`src/core/mcpm_cfg.svh`:
```
// Register offsets, field positions and reset values of the pad multiplexer
`ifndef MCPM_CFG_SVH
`define MCPM_CFG_SVH

`define MCPM_PORT_C_SEL_OFS 12'h000
`define MCPM_PORT_D_SEL_OFS 12'h004
`define MCPM_PORT_E_SEL_OFS 12'h008
`define MCPM_PORT_G_SEL_OFS 12'h00c
`define MCPM_STRAPS_OFS     12'h010
`define MCPM_PAD_IN_OFS     12'h014
`define MCPM_SEL_RESET      16'h0000
`define MCPM_MII_SEL_RESET  16'h5555
`define MCPM_D_CE2_LSB      4
`define MCPM_D_CE1_LSB      6
`define MCPM_D_VSYNC_LSB    8
`define MCPM_D_HSYNC_LSB    10
`define MCPM_D_CCLK_LSB     12
`define MCPM_D_PCLK_LSB     14
`define MCPM_E_IORD_LSB     0
`define MCPM_G_RXD_LSB      6
`define MCPM_BA_MSB         15
`define MCPM_REGSEL_BIT     11

`endif

```
`src/core/mcpm_pkg.sv`:
```
// Types of the pad multiplexer
package mcpm_pkg;
  typedef logic [1:0] mcpm_sel_t;
  typedef enum logic [1:0] {
    MCPM_FN_PORT = 2'h0,
    MCPM_FN_ALT1 = 2'h1,
    MCPM_FN_ALT2 = 2'h2,
    MCPM_FN_RSVD = 2'h3
  } mcpm_fn_e;
  typedef enum logic [1:0] {
    MCPM_CYC_IDLE,
    MCPM_CYC_STATIC,
    MCPM_CYC_SDRAM,
    MCPM_CYC_CARD
  } mcpm_cyc_e;
endpackage : mcpm_pkg

```
`src/core/mcpm_pin_mux.sv`:
```
// Pad function multiplexer for the camera, card, memory and MII pads
//
// Our own choices: the placing of the registers and the AXI4-Lite register port.
`timescale 1ns/1ps
`include "mcpm_cfg.svh"
`default_nettype none

module mcpm_pin_mux (
  input  wire logic                aclk,
  input  wire logic                aresetn,
  input  wire logic                clk_en,
  // AXI4-Lite slave
  input  wire logic [11:0]         s_axi_awaddr,
  input  wire logic                s_axi_awvalid,
  output logic                     s_axi_awready,
  input  wire logic [31:0]         s_axi_wdata,
  input  wire logic [3:0]          s_axi_wstrb,
  input  wire logic                s_axi_wvalid,
  output logic                     s_axi_wready,
  output logic [1:0]               s_axi_bresp,
  output logic                     s_axi_bvalid,
  input  wire logic                s_axi_bready,
  input  wire logic [11:0]         s_axi_araddr,
  input  wire logic                s_axi_arvalid,
  output logic                     s_axi_arready,
  output logic [31:0]              s_axi_rdata,
  output logic [1:0]               s_axi_rresp,
  output logic                     s_axi_rvalid,
  input  wire logic                s_axi_rready,
  // Memory controller side
  input  wire mcpm_pkg::mcpm_cyc_e mc_cycle,
  input  wire logic [19:0]         mc_address,
  input  wire logic [1:0]          mc_bank,
  input  wire logic [10:0]         card_address,
  input  wire logic                card_space_select_n,
  input  wire logic [15:0]         mc_wdata,
  input  wire logic                mc_data_drive,
  output logic [15:0]              mc_rdata,
  input  wire logic [2:0]          mc_chip_select_n,
  input  wire logic                mc_read_n,
  input  wire logic                mc_static_we_n,
  input  wire logic                mc_sdram_we_n,
  input  wire logic [1:0]          mc_byte_mask,
  input  wire logic                card_enable_2_n,
  input  wire logic                card_enable_1_n,
  input  wire logic                card_io_read_n,
  input  wire logic                audio0_serial_data,
  input  wire logic                camera_clock_out,
  // Memory pads
  output logic [19:0]              memory_address,
  output logic [15:0]              memory_data_o,
  output logic                     memory_data_oe_n,
  input  wire logic [15:0]         memory_data_i,
  output logic [2:0]               memory_chip_select_n,
  output logic                     memory_read_strobe_n,
  output logic                     static_write_enable_n,
  output logic                     sdram_write_enable_n,
  output logic                     sdram_clock,
  output logic                     low_byte_mask,
  output logic                     high_byte_mask,
  output logic [15:0]              mode_straps,
  // Shared pads: port C 7:0, port D 7:2, port E 0, port G 6:3
  input  wire logic [7:0]          pad_c_i,
  output logic [7:0]               pad_c_o,
  output logic [7:0]               pad_c_oe_n,
  input  wire logic [7:2]          pad_d_i,
  output logic [7:2]               pad_d_o,
  output logic [7:2]               pad_d_oe_n,
  input  wire logic                pad_e0_i,
  output logic                     pad_e0_o,
  output logic                     pad_e0_oe_n,
  input  wire logic [6:3]          pad_g_i,
  // General-purpose port controller side
  input  wire logic [7:0]          gp_c_o,
  input  wire logic [7:0]          gp_c_oe,
  input  wire logic [7:2]          gp_d_o,
  input  wire logic [7:2]          gp_d_oe,
  input  wire logic                gp_e0_o,
  input  wire logic                gp_e0_oe,
  output logic [3:0]               port_g_rx_in,
  // Function inputs towards the core
  output logic [7:0]               camera_pixel_data,
  output logic                     camera_vsync,
  output logic                     camera_hsync,
  output logic                     camera_pixel_clock_in,
  output logic [3:0]               mii_rx_data
);
  import mcpm_pkg::*;

  logic [15:0] port_c_sel_q;
  logic [15:0] port_d_sel_q;
  logic [15:0] port_e_sel_q;
  logic [15:0] port_g_sel_q;
  logic [15:0] mode_straps_q;
  logic        strap_taken_q;
  logic        aw_held_q;
  logic        w_held_q;
  logic [11:0] awaddr_q;
  logic [31:0] wdata_q;
  logic [3:0]  wstrb_q;
  logic        bvalid_q;
  logic        bad_wr_q;
  logic        rvalid_q;
  logic [31:0] rdata_q;
  logic        bad_rd_q;
  logic        wr_go;
  logic [11:0] wr_addr;
  logic [31:0] wr_data;
  logic [3:0]  wr_strb;

  // Field decode; code 3 falls back to port use
  function automatic mcpm_fn_e fn_of(input logic [15:0] reg_v, input int lsb);
    mcpm_sel_t s;
    s = reg_v[lsb +: 2];
    fn_of = (s == 2'h3) ? MCPM_FN_PORT : mcpm_fn_e'(s);
  endfunction : fn_of

  // Byte-lane merge of a 16-bit select register
  function automatic logic [15:0] merge16(input logic [15:0] old_v,
                                         input logic [31:0] d, input logic [3:0] st);
    merge16 = old_v;
    if (st[0]) merge16[7:0] = d[7:0];
    if (st[1]) merge16[15:8] = d[15:8];
  endfunction : merge16

  function automatic logic known_addr(input logic [11:0] a);
    known_addr = (a == `MCPM_PORT_C_SEL_OFS) || (a == `MCPM_PORT_D_SEL_OFS) ||
                 (a == `MCPM_PORT_E_SEL_OFS) || (a == `MCPM_PORT_G_SEL_OFS) ||
                 (a == `MCPM_STRAPS_OFS) || (a == `MCPM_PAD_IN_OFS);
  endfunction : known_addr

  ////////////////////////////////////////////////////////////////////////////
  // AXI4-Lite write path: address and data taken in either order
  assign s_axi_awready = !aw_held_q && !bvalid_q;
  assign s_axi_wready  = !w_held_q && !bvalid_q;
  assign wr_go   = (aw_held_q || s_axi_awvalid) && (w_held_q || s_axi_wvalid) && !bvalid_q;
  assign wr_addr = aw_held_q ? awaddr_q : s_axi_awaddr;
  assign wr_data = w_held_q ? wdata_q : s_axi_wdata;
  assign wr_strb = w_held_q ? wstrb_q : s_axi_wstrb;

  // Hold whichever half arrived first
  always_ff @(posedge aclk) begin
    if (!aresetn) begin
      aw_held_q <= 1'b0;
      w_held_q  <= 1'b0;
      awaddr_q  <= 12'h000;
      wdata_q   <= 32'h0000_0000;
      wstrb_q   <= 4'h0;
    end else if (clk_en) begin
      if (wr_go) begin
        aw_held_q <= 1'b0;
        w_held_q  <= 1'b0;
      end else begin
        if (s_axi_awvalid && s_axi_awready) begin
          aw_held_q <= 1'b1;
          awaddr_q  <= s_axi_awaddr;
        end
        if (s_axi_wvalid && s_axi_wready) begin
          w_held_q <= 1'b1;
          wdata_q  <= s_axi_wdata;
          wstrb_q  <= s_axi_wstrb;
        end
      end
    end
  end

  // Write response; unmapped addresses answer SLVERR
  always_ff @(posedge aclk) begin
    if (!aresetn) begin
      bvalid_q <= 1'b0;
      bad_wr_q <= 1'b0;
    end else if (clk_en) begin
      if (wr_go) begin
        bvalid_q <= 1'b1;
        bad_wr_q <= !known_addr(wr_addr);
      end else if (s_axi_bready) begin
        bvalid_q <= 1'b0;
      end
    end
  end
  assign s_axi_bvalid = bvalid_q;
  assign s_axi_bresp  = bad_wr_q ? 2'h2 : 2'h0;

  // Select registers; port pins after reset, MII pads keep MII
  always_ff @(posedge aclk) begin
    if (!aresetn) begin
      port_c_sel_q <= `MCPM_SEL_RESET;
      port_d_sel_q <= `MCPM_SEL_RESET;
      port_e_sel_q <= `MCPM_SEL_RESET;
      port_g_sel_q <= `MCPM_MII_SEL_RESET;
    end else if (clk_en && wr_go) begin
      unique case (wr_addr)
        `MCPM_PORT_C_SEL_OFS: port_c_sel_q <= merge16(port_c_sel_q, wr_data, wr_strb);
        `MCPM_PORT_D_SEL_OFS: port_d_sel_q <= merge16(port_d_sel_q, wr_data, wr_strb);
        `MCPM_PORT_E_SEL_OFS: port_e_sel_q <= merge16(port_e_sel_q, wr_data, wr_strb);
        `MCPM_PORT_G_SEL_OFS: port_g_sel_q <= merge16(port_g_sel_q, wr_data, wr_strb);
        default: ;
      endcase
    end
  end

  ////////////////////////////////////////////////////////////////////////////
  // AXI4-Lite read path, one cycle to the answer
  assign s_axi_arready = !rvalid_q;
  always_ff @(posedge aclk) begin
    if (!aresetn) begin
      rvalid_q <= 1'b0;
      rdata_q  <= 32'h0000_0000;
      bad_rd_q <= 1'b0;
    end else if (clk_en) begin
      if (s_axi_arvalid && !rvalid_q) begin
        rvalid_q <= 1'b1;
        bad_rd_q <= !known_addr(s_axi_araddr);
        unique case (s_axi_araddr)
          `MCPM_PORT_C_SEL_OFS: rdata_q <= {16'h0000, port_c_sel_q};
          `MCPM_PORT_D_SEL_OFS: rdata_q <= {16'h0000, port_d_sel_q};
          `MCPM_PORT_E_SEL_OFS: rdata_q <= {16'h0000, port_e_sel_q};
          `MCPM_PORT_G_SEL_OFS: rdata_q <= {16'h0000, port_g_sel_q};
          `MCPM_STRAPS_OFS:     rdata_q <= {16'h0000, mode_straps_q};
          `MCPM_PAD_IN_OFS:     rdata_q <= {13'h0, pad_e0_i, pad_g_i, pad_d_i, pad_c_i};
          default:              rdata_q <= 32'h0000_0000;
        endcase
      end else if (s_axi_rready) begin
        rvalid_q <= 1'b0;
      end
    end
  end
  assign s_axi_rvalid = rvalid_q;
  assign s_axi_rdata  = rdata_q;
  assign s_axi_rresp  = bad_rd_q ? 2'h2 : 2'h0;

  ////////////////////////////////////////////////////////////////////////////
  // Mode straps: the first enabled edge after reset release samples the bus
  always_ff @(posedge aclk) begin
    if (!aresetn) begin
      strap_taken_q <= 1'b0;
      mode_straps_q <= 16'h0000;
    end else if (clk_en && !strap_taken_q) begin
      strap_taken_q <= 1'b1;
      mode_straps_q <= memory_data_i;
    end
  end
  assign mode_straps = mode_straps_q;

  ////////////////////////////////////////////////////////////////////////////
  // Memory bus pads; card cycles reuse address, data and strobes
  always_comb begin
    memory_address = mc_address;
    if (mc_cycle == MCPM_CYC_SDRAM) begin
      memory_address[`MCPM_BA_MSB -: 2] = mc_bank;
    end else if (mc_cycle == MCPM_CYC_CARD) begin
      memory_address[`MCPM_REGSEL_BIT] = card_space_select_n;
      memory_address[10:0] = card_address;
    end
  end
  // Data bus held off until the straps are sampled so the strap resistors win
  assign memory_data_o        = mc_wdata;
  assign memory_data_oe_n     = !(mc_data_drive && strap_taken_q);
  assign mc_rdata             = memory_data_i;
  // Chip select 2 is only ever asserted for SDRAM cycles
  assign memory_chip_select_n = {mc_chip_select_n[2] | (mc_cycle != MCPM_CYC_SDRAM),
                                 mc_chip_select_n[1:0]};
  assign memory_read_strobe_n  = mc_read_n;
  assign static_write_enable_n = mc_static_we_n;
  assign sdram_write_enable_n  = mc_sdram_we_n | (mc_cycle != MCPM_CYC_SDRAM);
  assign sdram_clock           = aclk;
  assign low_byte_mask         = mc_byte_mask[0];
  assign high_byte_mask        = mc_byte_mask[1];

  ////////////////////////////////////////////////////////////////////////////
  // Camera pads on port C and port D
  always_comb begin
    for (int i = 0; i < 8; i++) begin
      pad_c_o[i]    = gp_c_o[i];
      pad_c_oe_n[i] = !gp_c_oe[i];
      camera_pixel_data[i] = 1'b0;
      if (fn_of(port_c_sel_q, 2 * i) == MCPM_FN_ALT1) begin
        pad_c_oe_n[i] = 1'b1;
        camera_pixel_data[i] = pad_c_i[i];
      end
    end
  end

  // Port D: card enables, sync inputs and camera clocks
  always_comb begin
    pad_d_o    = gp_d_o;
    pad_d_oe_n = ~gp_d_oe;
    if (fn_of(port_d_sel_q, `MCPM_D_CE2_LSB) == MCPM_FN_ALT1) begin
      pad_d_o[2]    = card_enable_2_n;
      pad_d_oe_n[2] = 1'b0;
    end
    if (fn_of(port_d_sel_q, `MCPM_D_CE1_LSB) == MCPM_FN_ALT1) begin
      pad_d_o[3]    = card_enable_1_n;
      pad_d_oe_n[3] = 1'b0;
    end
    if (fn_of(port_d_sel_q, `MCPM_D_VSYNC_LSB) == MCPM_FN_ALT1) begin
      pad_d_oe_n[4] = 1'b1;
    end
    if (fn_of(port_d_sel_q, `MCPM_D_HSYNC_LSB) == MCPM_FN_ALT1) begin
      pad_d_oe_n[5] = 1'b1;
    end
    if (fn_of(port_d_sel_q, `MCPM_D_CCLK_LSB) == MCPM_FN_ALT1) begin
      pad_d_o[6]    = camera_clock_out;
      pad_d_oe_n[6] = 1'b0;
    end
    if (fn_of(port_d_sel_q, `MCPM_D_PCLK_LSB) == MCPM_FN_ALT1) begin
      pad_d_oe_n[7] = 1'b1;
    end
  end
  // Unselected function inputs read low so idle logic sees no edges
  assign camera_vsync = (fn_of(port_d_sel_q, `MCPM_D_VSYNC_LSB) == MCPM_FN_ALT1)
                        && pad_d_i[4];
  assign camera_hsync = (fn_of(port_d_sel_q, `MCPM_D_HSYNC_LSB) == MCPM_FN_ALT1)
                        && pad_d_i[5];
  assign camera_pixel_clock_in = (fn_of(port_d_sel_q, `MCPM_D_PCLK_LSB) == MCPM_FN_ALT1)
                                 && pad_d_i[7];

  ////////////////////////////////////////////////////////////////////////////
  // Port E bit 0: card I/O read or audio serial data
  always_comb begin
    pad_e0_o    = gp_e0_o;
    pad_e0_oe_n = !gp_e0_oe;
    unique case (fn_of(port_e_sel_q, `MCPM_E_IORD_LSB))
      MCPM_FN_ALT1: begin
        pad_e0_o    = card_io_read_n;
        pad_e0_oe_n = 1'b0;
      end
      MCPM_FN_ALT2: begin
        pad_e0_o    = audio0_serial_data;
        pad_e0_oe_n = 1'b0;
      end
      default: ;
    endcase
  end

  // MII receive data pads; function 1 is MII, otherwise port G input
  always_comb begin
    for (int i = 0; i < 4; i++) begin
      if (fn_of(port_g_sel_q, `MCPM_G_RXD_LSB + 2 * i) == MCPM_FN_ALT1) begin
        mii_rx_data[i]  = pad_g_i[i + 3];
        port_g_rx_in[i] = 1'b0;
      end else begin
        mii_rx_data[i]  = 1'b0;
        port_g_rx_in[i] = pad_g_i[i + 3];
      end
    end
  end
endmodule : mcpm_pin_mux

`default_nettype wire

```
`config.mk`:
```
export PLATFORM = sky130hd
export DESIGN_NAME = mcpm_pin_mux
export DESIGN_NICKNAME = d
export VERILOG_FILES = /design/src/core/mcpm_pkg.sv /design/src/core/mcpm_pin_mux.sv
export VERILOG_INCLUDE_DIRS = /design/src /design/src/core
export SDC_FILE = /design/constraint.sdc
export NUM_CORES = 1
export LEC_CHECK = 0
export BUFFER_PORTS_ARGS = -buffer_cell sky130_fd_sc_hd__buf_2
export CORE_AREA = 2 2 141 143
export CTS_BUF_LIST = sky130_fd_sc_hd__clkbuf_16
export DETAILED_ROUTE_END_ITERATION = 10
export DIE_AREA = 0 0 143 145
export PLACE_DENSITY = 0.7
export SLEW_MARGIN = 20
export SYNTH_ARGS = -nofsm -noshare
export SYNTH_HDL_FRONTEND = slang
export SYNTH_SLANG_ARGS = --single-unit
export TNS_END_PERCENT = 10
```
`constraint.sdc`:
```
create_clock -name aclk -period 6.5 [get_ports aclk]
set_clock_uncertainty 0.2 [all_clocks]
set_input_delay 0.975 -clock aclk [delete_from_list [all_inputs] [get_ports aclk]]
set_output_delay 0.975 -clock aclk [all_outputs]
set_load 0.1 [all_outputs]
```
==> Word-level counts from Yosys, hierarchy flattened <==
Cells that the tools add are included.
{ "classes": {"n_bitwise": 4, "mux": 71, "n_eq_ne": 52, "n_reduce_logical": 65} }
{ "ops": {"columns": ["cell", "n"], "rows": [
  ["19-bit one-hot mux with 6 select lines", 1],
  ["12-bit by 4-bit equality test with 1-bit output (second input constant)", 4],
  ["12-bit by 5-bit equality test with 1-bit output (second input constant)", 4],
  ["2-bit two-way mux", 23],
  ["2-bit equality test (second input constant)", 22],
  ["1-bit two-way mux", 42],
  ["2-bit by 1-bit equality test with 1-bit output (second input constant)", 19],
  ["12-bit two-way mux", 3],
  ["3-bit AND reduction", 10],
  ["12-bit by 3-bit equality test with 1-bit output (second input constant)", 2],
  ["12-bit zero test", 2],
  ["1-bit zero test", 17],
  ["16-bit two-way mux", 1],
  ["1-bit logical AND", 13],
  ["1-bit logical OR", 12],
  ["2-bit AND reduction", 6],
  ["2-bit nonzero test", 4],
  ["6-bit inverter", 1],
  ["2-bit != test (second input constant)", 1],
  ["1-bit OR", 2],
  ["1-bit one-hot mux with 2 select lines", 1],
  ["2-bit OR reduction", 1],
  ["1-bit inverter", 1]
]} }
{ "word_totals": {"out_inout_bits": 168, "inputBits": 199, "wordCells": 212, "ff_bits": 149} }

==> Logic depth before layout (Yosys ltp) <==
{ "depth": {"depth_word": 8, "depth_mapped": 7, "mapped_depth_nobuf": 4} }

==> metrics.yaml <==
cp.arrival_ns: 3.78
power_density_mw_per_mm2: 272
route.vias.total: 6557
report.final.slew_viol_count: 0
grt-ovfl-total: 0
die_w_um: 143
synthFlopType: "dfxtp_1"
max_slew_margin_pct: 21.2
final-setup-viol-count: 0
dp.cells: 1236
synth_seq_cells: 136
grt_pass1_wl_um: 34900
min_path_type: "register to register"
seq_area_mm2: 0.00272
grt_usage_pct: 22.4
antenna_left: 0
peakVddDrop_mv: 0.183
netlist_instances: 815
netlist.area_leader.share_pct: 36.2
grt_pass1_vias: 6279
drt_iter0_markers: 345
hold_ws_ns: 0.259
p_sw_share_pct: 35.3
yosysSeqAreaShare_pct: 36.2
cts_tree: "yes"
synth.distinct_cells: 52
wl_per_cell_um: 18.6
worst_pin_slew_ns: 1.18
fillers: 1867
cp_max_fo: 2
firstDrtPassIters: 4
r2r_cells: 4
grt_max_degree: 92
clkLatencyLatePin_ns: 0.53
yosysTopAreaCell: "dfxtp_1"
drive_gt1_share_pct: 36.3
drv_cap: 0
worstPathRequired_ns: 5.32
fin_setup_tns_ns: 0
r2r_start: "aw_held_q"
hold_viol: 0
path_class: "clock port to primary output"
pre_cts_ws_ns: 1.81
cts_hold_buf: 0
drcViolationCount: 0
multi_input_area_mm2: 0.00406
synth.area.top_cells: "dfxtp_1 36%, mux2i_1 13%, buf_4 7.5%"
p_switching_uw: 880
whs_path_depth: 2
start_util_pct: 39.1
clk_pin_slew_ns: 0.06
routed_wl_um: 23700
vias_per_cell: 5.15
die_h_um: 145
comb_power_share_pct: 22.4
rrSetupSlack_ns: 3.32
dieArea_mm2: 0.0207
port_buffers: 255
synth_async_sr_flop_share_pct: 0
leakagePower_uw: 0.00435
reg2reg_to: "port_g_sel_q[10]"
ctsResizeCount: 0
grt_antenna_before_repair: 4
hold_start: "port_d_sel_q[1]"
hpwl_um: 17900
syn_area_per_cell_um2: 9.22
fin_util_pct: 47.7
p_clk_share_pct: 42.7
intPower_uw: 1610
postCtsSetupBuffers: 0
rsz0062_at_grt: "false"
synth_area_mm2: 0.00751
yosys_warnings: 0
setup_ws_ns: 1.55
seqPwrFrac_pct: 34.9
start_kind: "clock port"
gp_congestion: 0.829
synth_edf_count: 0
outcome: "complete, no violations"
finalNonFillerCells: 1274
layout.nets: 1194
ioPinCount: 367
hold_path_end: "port_d_sel_q[1]"
endpoint_kind: "primary output"
core_mm2: 0.0192
rows: 51
area_delta_synth_final_pct: 21.9
-- how the worst max path moves through the flow --
stage,startpoint,endpoint,slack [ns],cells after the start
3_5_place_dp,aclk,sdram_clock,1.81,1
6_report,aclk,sdram_clock,1.55,3
5_1_grt,aclk,sdram_clock,1.54,3
4_1_cts,aclk,sdram_clock,1.55,3
3_3_place_gp,aclk,sdram_clock,1.81,1
2_1_floorplan,aclk,sdram_clock,1.86,1
-- critical path: stages --
cell       delay (ns)
clkbuf_16        0.12
clkbuf_16        0.12
buf_2            0.28
-- power by group through the flow --
| stage | Clock, µW | Combinational [µW] | Sequential, µW |
|---|---|---|---|
| after floorplan | 58.1 | 478 | 975 |
| after global placement | 54.2 | 555 | 888 |
| after detailed placement | 54.2 | 558 | 889 |
| after CTS | 1090 | 560 | 871 |
| after global routing | 1120 | 581 | 873 |
| final | 1070 | 558 | 871 |
-- state kept, by name (all words and copies together), names as in the netlist, 2 cells and up --
| register | count |
|---|---|
| port_c_sel_q | 16 |
| mode_straps | 16 |
| s_axi_rdata | 19 |
| awaddr_q | 12 |
| wstrb_q | 2 |
| port_e_sel_q | 16 |
| port_g_sel_q | 16 |
| wdata_q | 16 |
| port_d_sel_q | 16 |
-- layout make-up --
| cell class | count | area share (%) |
|---|---|---|
| inverter | 19 | 0.779 |
| timing repair buffer | 260 | 14.4 |
| antenna | 3 | 0.0820 |
| sequential | 136 | 29.7 |
| clock buffer | 21 | 5.52 |
| multi-input combinational | 555 | 44.4 |
| tap | 265 | 3.62 |
| clock inverter | 15 | 1.50 |
-- metal layers --
layer / share of wire (%) / GRT usage [%] / wire, µm
met3: 6.9 / 5.74 / 1640
met1: 37 / 24.2 / 8870
met5: 0 / 0 / 0
met4: 3.8 / 12.2 / 895
met2: 52 / 39.3 / 12300
-- synthesized netlist by cell type, types with 2 or more instances --
cell type  count
or3_1          2
a32o_1        14
dfxtp_1      136
buf_4         75
or4b_2         3
o21ai_0       30
nand2_1      128
nor3b_1       12
a221oi_1      14
nand2b_1      21
a21boi_0      24
nor2_1        11
mux2_2        49
nor3_1         2
clkbuf_1      37
a21oi_1       25
a22o_1        14
or4b_1         2
nor4_1         2
mux2i_1       98
and3_1         6
nor2b_1       38
nor4b_1        2
or4_1          4
nand3b_1       2
buf_2          6
a21oi_2        2
nand4_4        8
nand3_1        6
inv_1         19
ha_1           2
-- metrics by stage --
step | total power (µW) | area [µm²]
finish | 2490 | 9160
CTS | 2520 | 9150
global route | 2580 | 9160
detailed placement | 1500 | 8510
floorplan | 1510 | 7560
global placement | 1500 | 8510
-- layout by cell type, fill, tap and decap left out, types with 4 or more instances in the layout --
master | synthesis | routed
inv_1 | 19 | 20
buf_2 | 6 | 254
mux2i_1 | 98 | 98
conb_1 | 1 | 15
nand4_4 | 8 | 8
nand2b_1 | 21 | 21
nand3_1 | 6 | 6
nor3b_1 | 12 | 11
nor2b_1 | 38 | 37
mux2_2 | 49 | 49
a21oi_1 | 25 | 25
nand2_1 | 128 | 128
buf_4 | 75 | 7
o21ai_0 | 30 | 30
a21boi_0 | 24 | 24
a32o_1 | 14 | 14
a221oi_1 | 14 | 14
a22o_1 | 14 | 14
clkbuf_16 | 0 | 20
and3_1 | 6 | 6
dfxtp_1 | 136 | 136
nor2_1 | 11 | 11
or4_1 | 4 | 4
clkinvlp_4 | 0 | 4
-- kinds of logic after synthesis --
kind of cell	Yosys count	share of synthesized area, %
other	1	0.0499
buffers and inverters	138	10.7
DFF	136	36.2
adders and majority gates	2	0.333
AOI/OAI and AO/OA	134	12.7
and+or+nand+nor	257	19.5
muxes	147	20.4
(Power assumes the default switching activity.)
